## src/include/wcu_defines.vh

```
`ifndef WCU_DEFINES_VH
`define WCU_DEFINES_VH

// special function register address of watchdog_control
`define WCU_CTRL_ADDR 8'h97
`define WCU_CTRL_RESET 8'h0B

// field positions
`define WCU_INTV_MSB 2
`define WCU_BIT_ACTIVE 4
`define WCU_BIT_CMD 7
`define WCU_BIT_FIXED 3

// write key codes
`define WCU_KEY_RELOAD 8'hA5
`define WCU_KEY_DIS1 8'hDE
`define WCU_KEY_DIS2 8'hAD
`define WCU_KEY_LOCK 8'hFF

// disable window in system clocks
`define WCU_DIS_WINDOW 3'h4

// interval exponent offset: timeout = 4^(code + offset) oscillator periods
`define WCU_INTV_EXP_OFS 5'h03

// length of the forced system reset pulse in system clocks
`define WCU_RST_PULSE 4'h8

`endif

```

## src/hdl/wcu_lfo_tick.v

```verilog
`default_nettype none
`include "wcu_defines.vh"

module wcu_lfo_tick #(
	parameter CNT_W = 21
) (
	input wire clk_sys_in,
	input wire rst_in,
	input wire osc_in,
	input wire run_in,
	input wire clear_in,
	input wire [2:0] code_in,
	output reg ovf_out
);

	reg sync1_r;
	reg sync2_r;
	reg sync3_r;
	reg lvl_r;
	reg [CNT_W-1:0] cnt_r;
	wire agree;
	wire rise;
	wire [CNT_W-1:0] lim;

	// 4^(code+3) = 2^(2*code+6) oscillator periods
	function [CNT_W-1:0] wcu_limit;
		input [2:0] code;
		reg [4:0] sh;
		begin
			sh = {1'b0, code, 1'b0} + (`WCU_INTV_EXP_OFS << 1);
			wcu_limit = {{(CNT_W-1){1'b0}}, 1'b1} << sh;
		end
	endfunction

	assign lim = wcu_limit(code_in);
	assign agree = (sync2_r == sync3_r);
	assign rise = agree && sync2_r && !lvl_r;

	always @(posedge clk_sys_in or posedge rst_in) begin
		if (rst_in) begin
			sync1_r <= 1'b0;
			sync2_r <= 1'b0;
			sync3_r <= 1'b0;
			lvl_r <= 1'b0;
		end else begin
			sync1_r <= osc_in;
			sync2_r <= sync1_r;
			sync3_r <= sync2_r;
			if (agree) begin
				lvl_r <= sync2_r;
			end
		end
	end

	always @(posedge clk_sys_in or posedge rst_in) begin
		if (rst_in) begin
			cnt_r <= {CNT_W{1'b0}};
			ovf_out <= 1'b0;
		end else begin
			ovf_out <= 1'b0;
			if (clear_in || !run_in) begin
				cnt_r <= {CNT_W{1'b0}};
			end else if (rise) begin
				if (cnt_r >= lim - {{(CNT_W-1){1'b0}}, 1'b1}) begin
					cnt_r <= {CNT_W{1'b0}};
					ovf_out <= 1'b1;
				end else begin
					cnt_r <= cnt_r + {{(CNT_W-1){1'b0}}, 1'b1};
				end
			end
		end
	end

endmodule // wcu_lfo_tick

`default_nettype wire

```

## src/hdl/wcu_watchdog.v

```verilog
`default_nettype none
`include "wcu_defines.vh"

module wcu_watchdog #(
	parameter CNT_W = 21
) (
	input wire clk_sys_in,
	input wire rst_in,
	input wire [7:0] sfr_addr_in,
	input wire sfr_wr_in,
	input wire [7:0] sfr_wdata_in,
	input wire sfr_rd_in,
	output reg [7:0] sfr_rdata_out,
	input wire low_freq_osc_in,
	output reg low_freq_osc_force_on_out,
	output reg supervisor_timer_active_out,
	output reg sys_reset_out
);

	// reset image of the control register, split into its fields
	localparam [7:0] CTRL_RST = `WCU_CTRL_RESET;
	localparam [2:0] INTV_RST = CTRL_RST[`WCU_INTV_MSB:0];
	localparam [0:0] FIXED_RD = CTRL_RST[`WCU_BIT_FIXED];

	// decoded write commands
	localparam [2:0] CMD_NONE = 3'h0;
	localparam [2:0] CMD_INTV = 3'h1;
	localparam [2:0] CMD_RELOAD = 3'h2;
	localparam [2:0] CMD_DIS1 = 3'h3;
	localparam [2:0] CMD_DIS2 = 3'h4;
	localparam [2:0] CMD_LOCK = 3'h5;

	reg [2:0] intv_r;
	reg [2:0] intv_nxt;
	reg active_r;
	reg active_nxt;
	reg lock_r;
	reg lock_nxt;
	reg [2:0] win_r;
	reg [2:0] win_nxt;
	reg [3:0] rstcnt_r;
	reg [3:0] rstcnt_nxt;
	reg clear_r;
	reg clear_nxt;
	reg [7:0] rdata_nxt;
	reg sys_reset_nxt;
	wire wr_hit;
	wire rd_hit;
	wire win_open;
	wire [2:0] wr_cmd;
	wire ovf;
	wire [7:0] rd_val;

	// register select, shared by the read and the write path
	function wcu_ctrl_hit;
		input [7:0] addr;
		begin
			wcu_ctrl_hit = (addr == `WCU_CTRL_ADDR);
		end
	endfunction

	// bit 7 clear sets the interval, otherwise only the key bytes act
	function [2:0] wcu_cmd_decode;
		input [7:0] data;
		begin
			if (!data[`WCU_BIT_CMD]) begin
				wcu_cmd_decode = CMD_INTV;
			end else if (data == `WCU_KEY_RELOAD) begin
				wcu_cmd_decode = CMD_RELOAD;
			end else if (data == `WCU_KEY_DIS1) begin
				wcu_cmd_decode = CMD_DIS1;
			end else if (data == `WCU_KEY_DIS2) begin
				wcu_cmd_decode = CMD_DIS2;
			end else if (data == `WCU_KEY_LOCK) begin
				wcu_cmd_decode = CMD_LOCK;
			end else begin
				wcu_cmd_decode = CMD_NONE;
			end
		end
	endfunction

	assign wr_hit = sfr_wr_in && wcu_ctrl_hit(sfr_addr_in);
	assign rd_hit = sfr_rd_in && wcu_ctrl_hit(sfr_addr_in);
	assign wr_cmd = wcu_cmd_decode(sfr_wdata_in);
	assign win_open = (win_r != 3'h0);
	assign rd_val = {3'h0, active_r, FIXED_RD, intv_r};

	wcu_lfo_tick #(
		.CNT_W(CNT_W)
	) u_tick (
		.clk_sys_in(clk_sys_in),
		.rst_in(rst_in),
		.osc_in(low_freq_osc_in),
		.run_in(active_r),
		.clear_in(clear_r),
		.code_in(intv_r),
		.ovf_out(ovf)
	);

	// next state of the control logic
	always @* begin
		intv_nxt = intv_r;
		active_nxt = active_r;
		lock_nxt = lock_r;
		win_nxt = win_r;
		clear_nxt = 1'b0;
		rstcnt_nxt = rstcnt_r;
		if (rstcnt_r != 4'h0) begin
			rstcnt_nxt = rstcnt_r - 4'h1;
		end
		if (win_open) begin
			win_nxt = win_r - 3'h1;
		end
		if (ovf) begin
			// overflow restarts the block as a system reset would
			intv_nxt = INTV_RST;
			active_nxt = 1'b1;
			lock_nxt = 1'b0;
			win_nxt = 3'h0;
			clear_nxt = 1'b1;
			rstcnt_nxt = `WCU_RST_PULSE;
		end else if (wr_hit) begin
			// any write closes an open disable window unless it opens a new one
			win_nxt = 3'h0;
			case (wr_cmd)
				CMD_INTV: begin
					intv_nxt = sfr_wdata_in[`WCU_INTV_MSB:0];
				end
				CMD_RELOAD: begin
					active_nxt = 1'b1;
					clear_nxt = 1'b1;
				end
				CMD_DIS1: begin
					win_nxt = `WCU_DIS_WINDOW;
				end
				CMD_DIS2: begin
					// second key counts only inside the window and while unlocked
					if (win_open && !lock_r) begin
						active_nxt = 1'b0;
					end
				end
				CMD_LOCK: begin
					lock_nxt = 1'b1;
				end
				default: begin
					lock_nxt = lock_r;
				end
			endcase
		end
	end

	// read data stand for one cycle after a read, zero otherwise
	always @* begin
		rdata_nxt = 8'h00;
		if (rd_hit) begin
			rdata_nxt = rd_val;
		end
	end

	// reset request: in the cycle of overflow, then while the pulse counter is above 1
	always @* begin
		sys_reset_nxt = ovf || (rstcnt_r > 4'h1);
	end

	// interval code and disable lock
	always @(posedge clk_sys_in or posedge rst_in) begin
		if (rst_in) begin
			intv_r <= INTV_RST;
			lock_r <= 1'b0;
		end else begin
			intv_r <= intv_nxt;
			lock_r <= lock_nxt;
		end
	end

	// run state and count clear; a reset leaves the timer running from zero
	always @(posedge clk_sys_in or posedge rst_in) begin
		if (rst_in) begin
			active_r <= 1'b1;
			clear_r <= 1'b1;
		end else begin
			active_r <= active_nxt;
			clear_r <= clear_nxt;
		end
	end

	// disable window and reset pulse counters
	always @(posedge clk_sys_in or posedge rst_in) begin
		if (rst_in) begin
			win_r <= 3'h0;
			rstcnt_r <= 4'h0;
		end else begin
			win_r <= win_nxt;
			rstcnt_r <= rstcnt_nxt;
		end
	end

	// every output leaves straight from a flip-flop
	always @(posedge clk_sys_in or posedge rst_in) begin
		if (rst_in) begin
			sfr_rdata_out <= 8'h00;
			low_freq_osc_force_on_out <= 1'b1;
			supervisor_timer_active_out <= 1'b1;
			sys_reset_out <= 1'b0;
		end else begin
			sfr_rdata_out <= rdata_nxt;
			low_freq_osc_force_on_out <= active_r;
			supervisor_timer_active_out <= active_r;
			sys_reset_out <= sys_reset_nxt;
		end
	end

endmodule // wcu_watchdog

`default_nettype wire

```

## config.mk

```make
export PLATFORM = sky130hd
export DESIGN_NAME = wcu_watchdog
export DESIGN_NICKNAME = d
export VERILOG_FILES = /design/src/hdl/wcu_lfo_tick.v /design/src/hdl/wcu_watchdog.v
export VERILOG_INCLUDE_DIRS = /design/src /design/src/include
export SDC_FILE = /design/constraint.sdc
export NUM_CORES = 1
export LEC_CHECK = 0
export ABC_CLOCK_PERIOD_IN_PS = 4100
export BUFFER_PORTS_ARGS = -buffer_cell sky130_fd_sc_hd__buf_2
export CORE_MARGIN = 1
export CORE_UTILIZATION = 55
export DETAILED_ROUTE_END_ITERATION = 10
export GPL_TIMING_DRIVEN = 0
export PLACE_DENSITY = 0.85
export SLEW_MARGIN = 20
export SYNTH_ARGS = -nofsm -noshare
export SYNTH_HDL_FRONTEND = slang
export SYNTH_HIERARCHICAL = 1
export SYNTH_SLANG_ARGS = --single-unit
```

## constraint.sdc

```tcl
create_clock -name clk_sys_in -period 4.1 [get_ports clk_sys_in]
set_clock_uncertainty 0.1 [all_clocks]
set_input_delay 0.82 -clock clk_sys_in [delete_from_list [all_inputs] [get_ports clk_sys_in]]
set_output_delay 0.82 -clock clk_sys_in [all_outputs]
set_load 0.005 [all_outputs]
```

# ---- Word level (Yosys, flattened, before mapping)
# Index checks and enable logic that the tools add are counted.
dict set report totals {
  regBits 49
  wordCells 88
}
dict set report classes {
  n_reduce_logical 22
  shifts 1
  addsub 5
  n_lt_le_gt_ge 2
  mux 31
  eq_ne 12
}
# cell count
set op_table {}
lappend op_table {{21-bit 2-to-1 mux} 3}
lappend op_table {{8-bit equality test (second input constant)} 5}
lappend op_table {{3-bit 2-to-1 mux} 12}
lappend op_table {{21-bit by 1-bit adder with 21-bit output (second input constant)} 1}
lappend op_table {{21-bit >= comparator} 1}
lappend op_table {{1-bit by 5-bit << shifter with 21-bit output (first input constant)} 1}
lappend op_table {{21-bit by 1-bit subtractor with 21-bit output (second input constant)} 1}
lappend op_table {{1-bit 2-to-1 mux} 12}
lappend op_table {{2-bit nonzero test} 5}
lappend op_table {{3-bit nonzero test} 3}
lappend op_table {{4-bit 2-to-1 mux} 2}
lappend op_table {{3-bit by 2-bit equality test with 1-bit output (second input constant)} 2}
lappend op_table {{3-bit equality test (second input constant)} 2}
lappend op_table {{4-bit by 3-bit adder with 5-bit output (second input constant)} 1}
lappend op_table {{1-bit logical AND} 5}
lappend op_table {{5-bit 2-to-1 mux} 1}
lappend op_table {{4-bit by 1-bit greater-than comparator with 1-bit output (second input constant)} 1}
lappend op_table {{2-bit AND reduction} 2}
lappend op_table {{4-bit nonzero test} 1}
lappend op_table {{4-bit by 1-bit subtractor with 4-bit output (second input constant)} 1}
lappend op_table {{3-bit by 1-bit equality test with 1-bit output (second input constant)} 1}
lappend op_table {{1-bit zero test} 3}
lappend op_table {{3-bit by 2-bit inequality test with 1-bit output (second input constant)} 1}
lappend op_table {{3-bit AND reduction} 1}
lappend op_table {{other kinds (4)} 5}

# ---- Depth between registers and ports, before layout
dict set report logic_depth {
  depth_word 10
  ltp_mapped 15
  mapped_depth_nobuf 12
}

# ---- Cells and area by module
# Netlist, hierarchy kept.
# module seq_area_each_um2 n_inst area_per_inst_um2 cells_each
set modules_own_cells {}
lappend modules_own_cells {wcu_lfo_tick 650.6 1 1929.4 211}
lappend modules_own_cells {wcu_watchdog 506.7 1 1028.5 93}

# ---- Worst setup path after synthesis
# OpenSTA, ideal clock, no wires.
dict set report synth_path {
  path_type {register -> register}
  startpoint {register intv_r[1]}
  endpoint {register u_tick.cnt_r[19]}
  path_slack_ns 1.147
  required_time_ns 3.921
  path_stages_with_launch 13
  period_less_slack_ns 2.953
  t_arrival_ns 2.774
  setup_ns 0.079
  path_cell_list {dfstp_2 -> clkbuf_1 -> nor2_1 -> mux2_2 -> ha_1 -> a21oi_1 -> o221ai_1 -> o21a_1 -> nor4b_4 -> buf_6 -> buf_6 -> nand4_1 -> mux2i_1}
}
dict set report synth_via {
  elab_chain_cells 7
}
# item line_no
set synth_lines {}
lappend synth_lines {{start: declaration} wcu_watchdog.v:33} ;# reg [2:0] intv_r;
lappend synth_lines {{start signal: assignment} wcu_watchdog.v:171} ;# intv_r <= intv_nxt;
lappend synth_lines {{4-bit by 3-bit adder with 5-bit output} wcu_lfo_tick.v:30} ;# sh = {1'b0, code, 1'b0} + (`WCU_INTV_EXP_OFS << 1);
lappend synth_lines {{1-bit by 5-bit << shifter with 21-bit output} wcu_lfo_tick.v:31} ;# wcu_limit = {{(CNT_W-1){1'b0}}, 1'b1} << sh;
lappend synth_lines {{21-bit by 1-bit subtractor with 21-bit output} wcu_lfo_tick.v:64} ;# if (cnt_r >= lim - {{(CNT_W-1){1'b0}}, 1'b1}) begin
lappend synth_lines {{21-bit >= comparator} wcu_lfo_tick.v:64}
lappend synth_lines {{21-bit 2-to-1 mux} wcu_lfo_tick.v:64}
lappend synth_lines {{21-bit 2-to-1 mux} wcu_lfo_tick.v:63} ;# end else if (rise) begin
lappend synth_lines {{21-bit 2-to-1 mux} wcu_lfo_tick.v:61} ;# if (clear_in || !run_in) begin
lappend synth_lines {{end signal: assignment} wcu_lfo_tick.v:62} ;# cnt_r <= {CNT_W{1'b0}};
lappend synth_lines {{end signal: assignment} wcu_lfo_tick.v:65} ;# cnt_r <= {CNT_W{1'b0}};
lappend synth_lines {{end signal: assignment} wcu_lfo_tick.v:68} ;# cnt_r <= cnt_r + {{(CNT_W-1){1'b0}}, 1'b1};
lappend synth_lines {{end: declaration} wcu_lfo_tick.v:20} ;# reg [CNT_W-1:0] cnt_r;
# Every way passes these cells. The select of a mux whose other input is x is not followed.
# A chain may end at the register's enable or synchronous reset.

# ---- Worst setup path after layout
dict set report layout_path {
  startpoint {register intv_r[1]}
  endpoint {register u_tick.cnt_r[15]}
}
# Same word-level chain as after synthesis.

==> qor.log <==
qor: power.flop_pwr_share 50.8%
qor: synth.ys_types 49
qor: global_route.antenna_found_initial 0
qor: detailed_routing.route.vias.total 2,373
qor: global_route.grt_pass1_vias 2,184
qor: synth.synth.area.top_cells dfrtp_1 (35%), ha_1 (12%), dfstp_2 (4.4%)
qor: setup_path.worstPathMaxFanout 10
qor: global_route.grt_pass1_wl 9740 um
qor: cells_and_area.instances_no_fill 415
qor: cells_and_area.layout.cells.most_common dfrtp_1
qor: flow_run.max_cap_viol_count 0
qor: clock_network.cts_buffers 5
qor: synth.fraction_of_synthesis_flops_using_an_asynchronous_set_or_reset_pin 100%
qor: synth.synth_flop_cell dfrtp_1
qor: die.placementRows 26
qor: timing.rsz0062_at_grt no
qor: detailed_routing.drt-initial-drc-count 183
qor: synth.netlist_instances 304
qor: timing.period_minus_slack 3.60 ns
qor: global_route.largest_net_degree_at_the_start_of_global_routing 27
qor: timing.setup_violations 0
qor: power.power_density_over_the_cells 316 mW/mm^2
qor: cells_and_area.final_util 64.2%
qor: cells_and_area.nFillCells 429
qor: timing.setup-tns-final 0 ns
qor: timing.tightest_slew 0.945 ns
qor: cells_and_area.mostFrequentLayoutCells dfrtp_1 (41), ha_1 (29), buf_2 (28)
qor: setup_path.required_worst_endpoint 4.22 ns
qor: die.floorplan.core_area 0.00514 mm^2
qor: clock_network.htreeDepth 2
qor: placement.place.detailed.hpwl 4390 um
qor: power.internal-power 0.000744 W
qor: cells_and_area.finish.net_count 394
qor: clock_network.clock_transition_at_the_registers_of_the_reported_paths 0.09 ns
qor: cells_and_area.diodes 0
qor: clock_network.cell_at_the_root_of_the_clock_tree clkbuf_8
qor: setup_path.critical_path.max_stage_delay 0.60 ns
qor: die.initial_core_util 57.5%
qor: power.clock_power_share 28.1%
qor: setup_path.critical_path_arrival 3.72 ns
qor: placement.finalWeightedCongestion 0.853
qor: power.p_leak 1.59 nW
qor: timing.slew_headroom 36.6%
qor: synth.postSynthAreaPerCell 9.73 um^2
qor: cells_and_area.area_used_by_multi_input_combinational_logic 0.00167 mm^2
qor: run_status.outcome finished clean
qor: die.die_w 75.3 um
qor: detailed_routing.post-route-drc-count 0
qor: detailed_routing.drtPass1Iterations 4
qor: setup_path.type_of_the_worst_setup_path flop to flop
qor: synth.synth_seq_area_share 39.1%
qor: detailed_routing.drt-wirelength-per-cell 14.0 um
qor: die.die_h 75.3 um
qor: synth.netlist.area_leader.share 34.7%
qor: synth.number_of_flops_mapped_to_enable_cells_by_yosys 0
qor: detailed_routing.routed_wirelength 5790 um
qor: power.combinationalPowerShare 21.1%
qor: cells_and_area.area_taken_by_flip_flops_and_latches 0.00116 mm^2
qor: placement.dp_cell_count 407
qor: timing.maxClockFrequency 278 MHz
qor: timing.hold_viol 0
qor: die.floorplan.die_area 0.00568 mm^2
qor: setup_path.cell_mode_on_critical_path buf_6
qor: clock_network.cts_tree built
qor: clock_network.insertion_delay 0.30 ns
qor: placement.io_buffers 28
qor: setup_path.critical-path-slowest-cell nor4b_4
qor: global_route.grt_overflow 0
qor: power.sw_frac_of_total 28.7%
qor: detailed_routing.antenna_left 0
qor: cells_and_area.layout-area-overhead-vs-synth 11.5%
qor: synth.synth_warnings 6
qor: die.top_level_ports 32
qor: clock_network.cts_setup_buffers 0
qor: global_route.grtUsageTotal 22.9%
qor: cells_and_area.drive_above_1_share 16.8%
qor: power.worst_ir_drop_vdd 0.197 mV
qor: timing.drv_slew 0
qor: setup_path.timing.critical_path.to_type flop
qor: synth.post_synth_instance_area 0.00296 mm^2
qor: setup_path.startpoint_type flop
qor: clock_network.cts.sinks 46
qor: clock_network.clk_path_buf_depth 2
qor: synth.yosys.area.top_type dfrtp_1
qor: detailed_routing.via_cell_ratio 5.72
qor: power.netSwitchingPower 0.000299 W
qor: setup_path.critical_path.cell_chain clkbuf_1 -> nor2_1 -> mux2_2 -> ha_1 -> a21oi_1 -> o221ai_1 -> o21a_1 -> nor4b_4 -> buf_6 -> buf_6 -> nand2_1 -> a31oi_1
qor: synth.synth.ff_latch_count 46
qor: clock_network.cts_hold_buffers 0
qor: timing.final_period_util 87.9%
qor: min_path.path_class_of_the_lowest_slack_min_delay_path flop to flop
qor: clock_network.post_cts_resized 0
-- critical path, delay by kind of cell (launching register included) --
family	cells	cell delay [ns]
AO/OA/AOI/OAI	4	0.73
adder cells (fa/ha/maj)	1	0.31
buffers and inverters	3	0.72
flip-flops	1	0.54
multiplexers	1	0.29
AND/OR/NAND/NOR	3	0.82
-- power by group through the flow --
stage / Clock, W / Sequential, W / Combinational, W
after floorplan: 0 / 0.000532 / 0.000171
after global placement: 0 / 0.000537 / 0.000207
after detailed placement: 0 / 0.000537 / 0.000221
after CTS: 0.000303 / 0.000529 / 0.000223
after global routing: 0.000319 / 0.000535 / 0.000255
final: 0.000294 / 0.000529 / 0.000220
-- flip-flops by register name (all words and copies together) (netlist names) --
register and flops:
u_tick/sync3_r 1, u_tick/lvl_r 1, u_tick/sync2_r 1, u_tick/cnt_r 21, intv_r 3, u_tick/ovf_out 1
lock_r 1, rstcnt_r 4, sys_reset_out 1, active_r 1, u_tick/sync1_r 1, win_r 3
clear_r 1, supervisor_timer_active_out 1, sfr_rdata_out 5
-- area by class of cell --
class,count,area share (%)
Multi-Input combinational cell,233,50.6
Sequential cell,46,35.1
Timing Repair Buffer,28,4.25
Buffer,14,2.73
Tap cell,70,2.65
Clock buffer,7,2.62
Inverter,16,1.82
Clock inverter,1,0.265
-- metal layers --
layer / track usage, % / share of wire [%] / wire (um) / vias to the layer above
met5: 0 / 0 / 0 / -
met4: 8.85 / 0.95 / 55 / 0
met3: 4.10 / 5.1 / 296 / 4
met2: 38.1 / 49 / 2840 / 57
met1: 30.0 / 45 / 2610 / 1137
li1: - / - / - / 1175
-- cell usage after synthesis (2+ instances only) --
| library cell | n |
|---|---|
| a211oi_1 | 3 |
| a21o_1 | 3 |
| a21oi_1 | 24 |
| a22o_1 | 5 |
| a31oi_1 | 16 |
| and2_1 | 6 |
| and3_1 | 10 |
| and4_1 | 4 |
| buf_4 | 4 |
| buf_6 | 3 |
| clkbuf_1 | 6 |
| conb_1 | 3 |
| dfrtp_1 | 41 |
| dfstp_2 | 5 |
| ha_1 | 29 |
| inv_1 | 16 |
| mux2_2 | 4 |
| mux2i_1 | 2 |
| nand2_1 | 20 |
| nand2b_1 | 5 |
| nand3_1 | 10 |
| nand4_1 | 9 |
| nor2_1 | 18 |
| nor2b_1 | 6 |
| nor3_1 | 8 |
| nor4_1 | 2 |
| o21a_1 | 2 |
| o21ai_0 | 4 |
| o21bai_1 | 2 |
| o221ai_1 | 2 |
| or2b_1 | 9 |
| or3_1 | 2 |
| xnor2_1 | 5 |
-- metrics by stage --
step	setup WS (ns)	instance area, um^2	power [W]	hold slack [ns]
after floorplan	1.15	2980	0.000703	0.231
after global placement	0.675	3200	0.000744	0.237
after detailed placement	0.543	3200	0.000758	0.237
after CTS	0.510	3300	0.00105	0.258
after global routing	0.274	3300	0.00111	0.260
final	0.498	3300	0.00104	0.255
-- logic make-up (layout without fill, tap and decap cells) --
family	count (synthesis)	count (layout)	share of synthesized area, %
xor gates and xnor gates	5	5	1.48
other	3	8	0.381
buffers and inverters	30	66	5.08
AOI/OAI and AO/OA	69	69	15.1
DFF	46	46	39.1
adders and majority gates	29	29	12.3
muxes	6	6	2.20
and+or+nand+nor	116	116	24.3
-- worst paths after layout --
| kind | start | endpoint | slack (ns) | cells after the start |
|---|---|---|---|---|
| worst min-delay path | u_tick/sync1_r$_DFF_PP0_ | u_tick/sync2_r$_DFF_PP0_ | 0.25 | 0 |
| max in group asynchronous | rst_in | sfr_rdata_out[2]$_DFF_PP0_ | 2.90 | 2 |
| worst max register to register | intv_r[1]$_DFFE_PP1P_ | u_tick/cnt_r[15]$_DFFE_PP0P_ | 0.50 | 12 |
| min in group asynchronous | rst_in | u_tick/cnt_r[20]$_DFFE_PP0P_ | 0.51 | 2 |
| worst max-delay path | intv_r[1]$_DFFE_PP1P_ | u_tick/cnt_r[15]$_DFFE_PP0P_ | 0.50 | 12 |
| worst min register to register | u_tick/sync1_r$_DFF_PP0_ | u_tick/sync2_r$_DFF_PP0_ | 0.25 | 0 |
(Power assumes the default switching activity.)
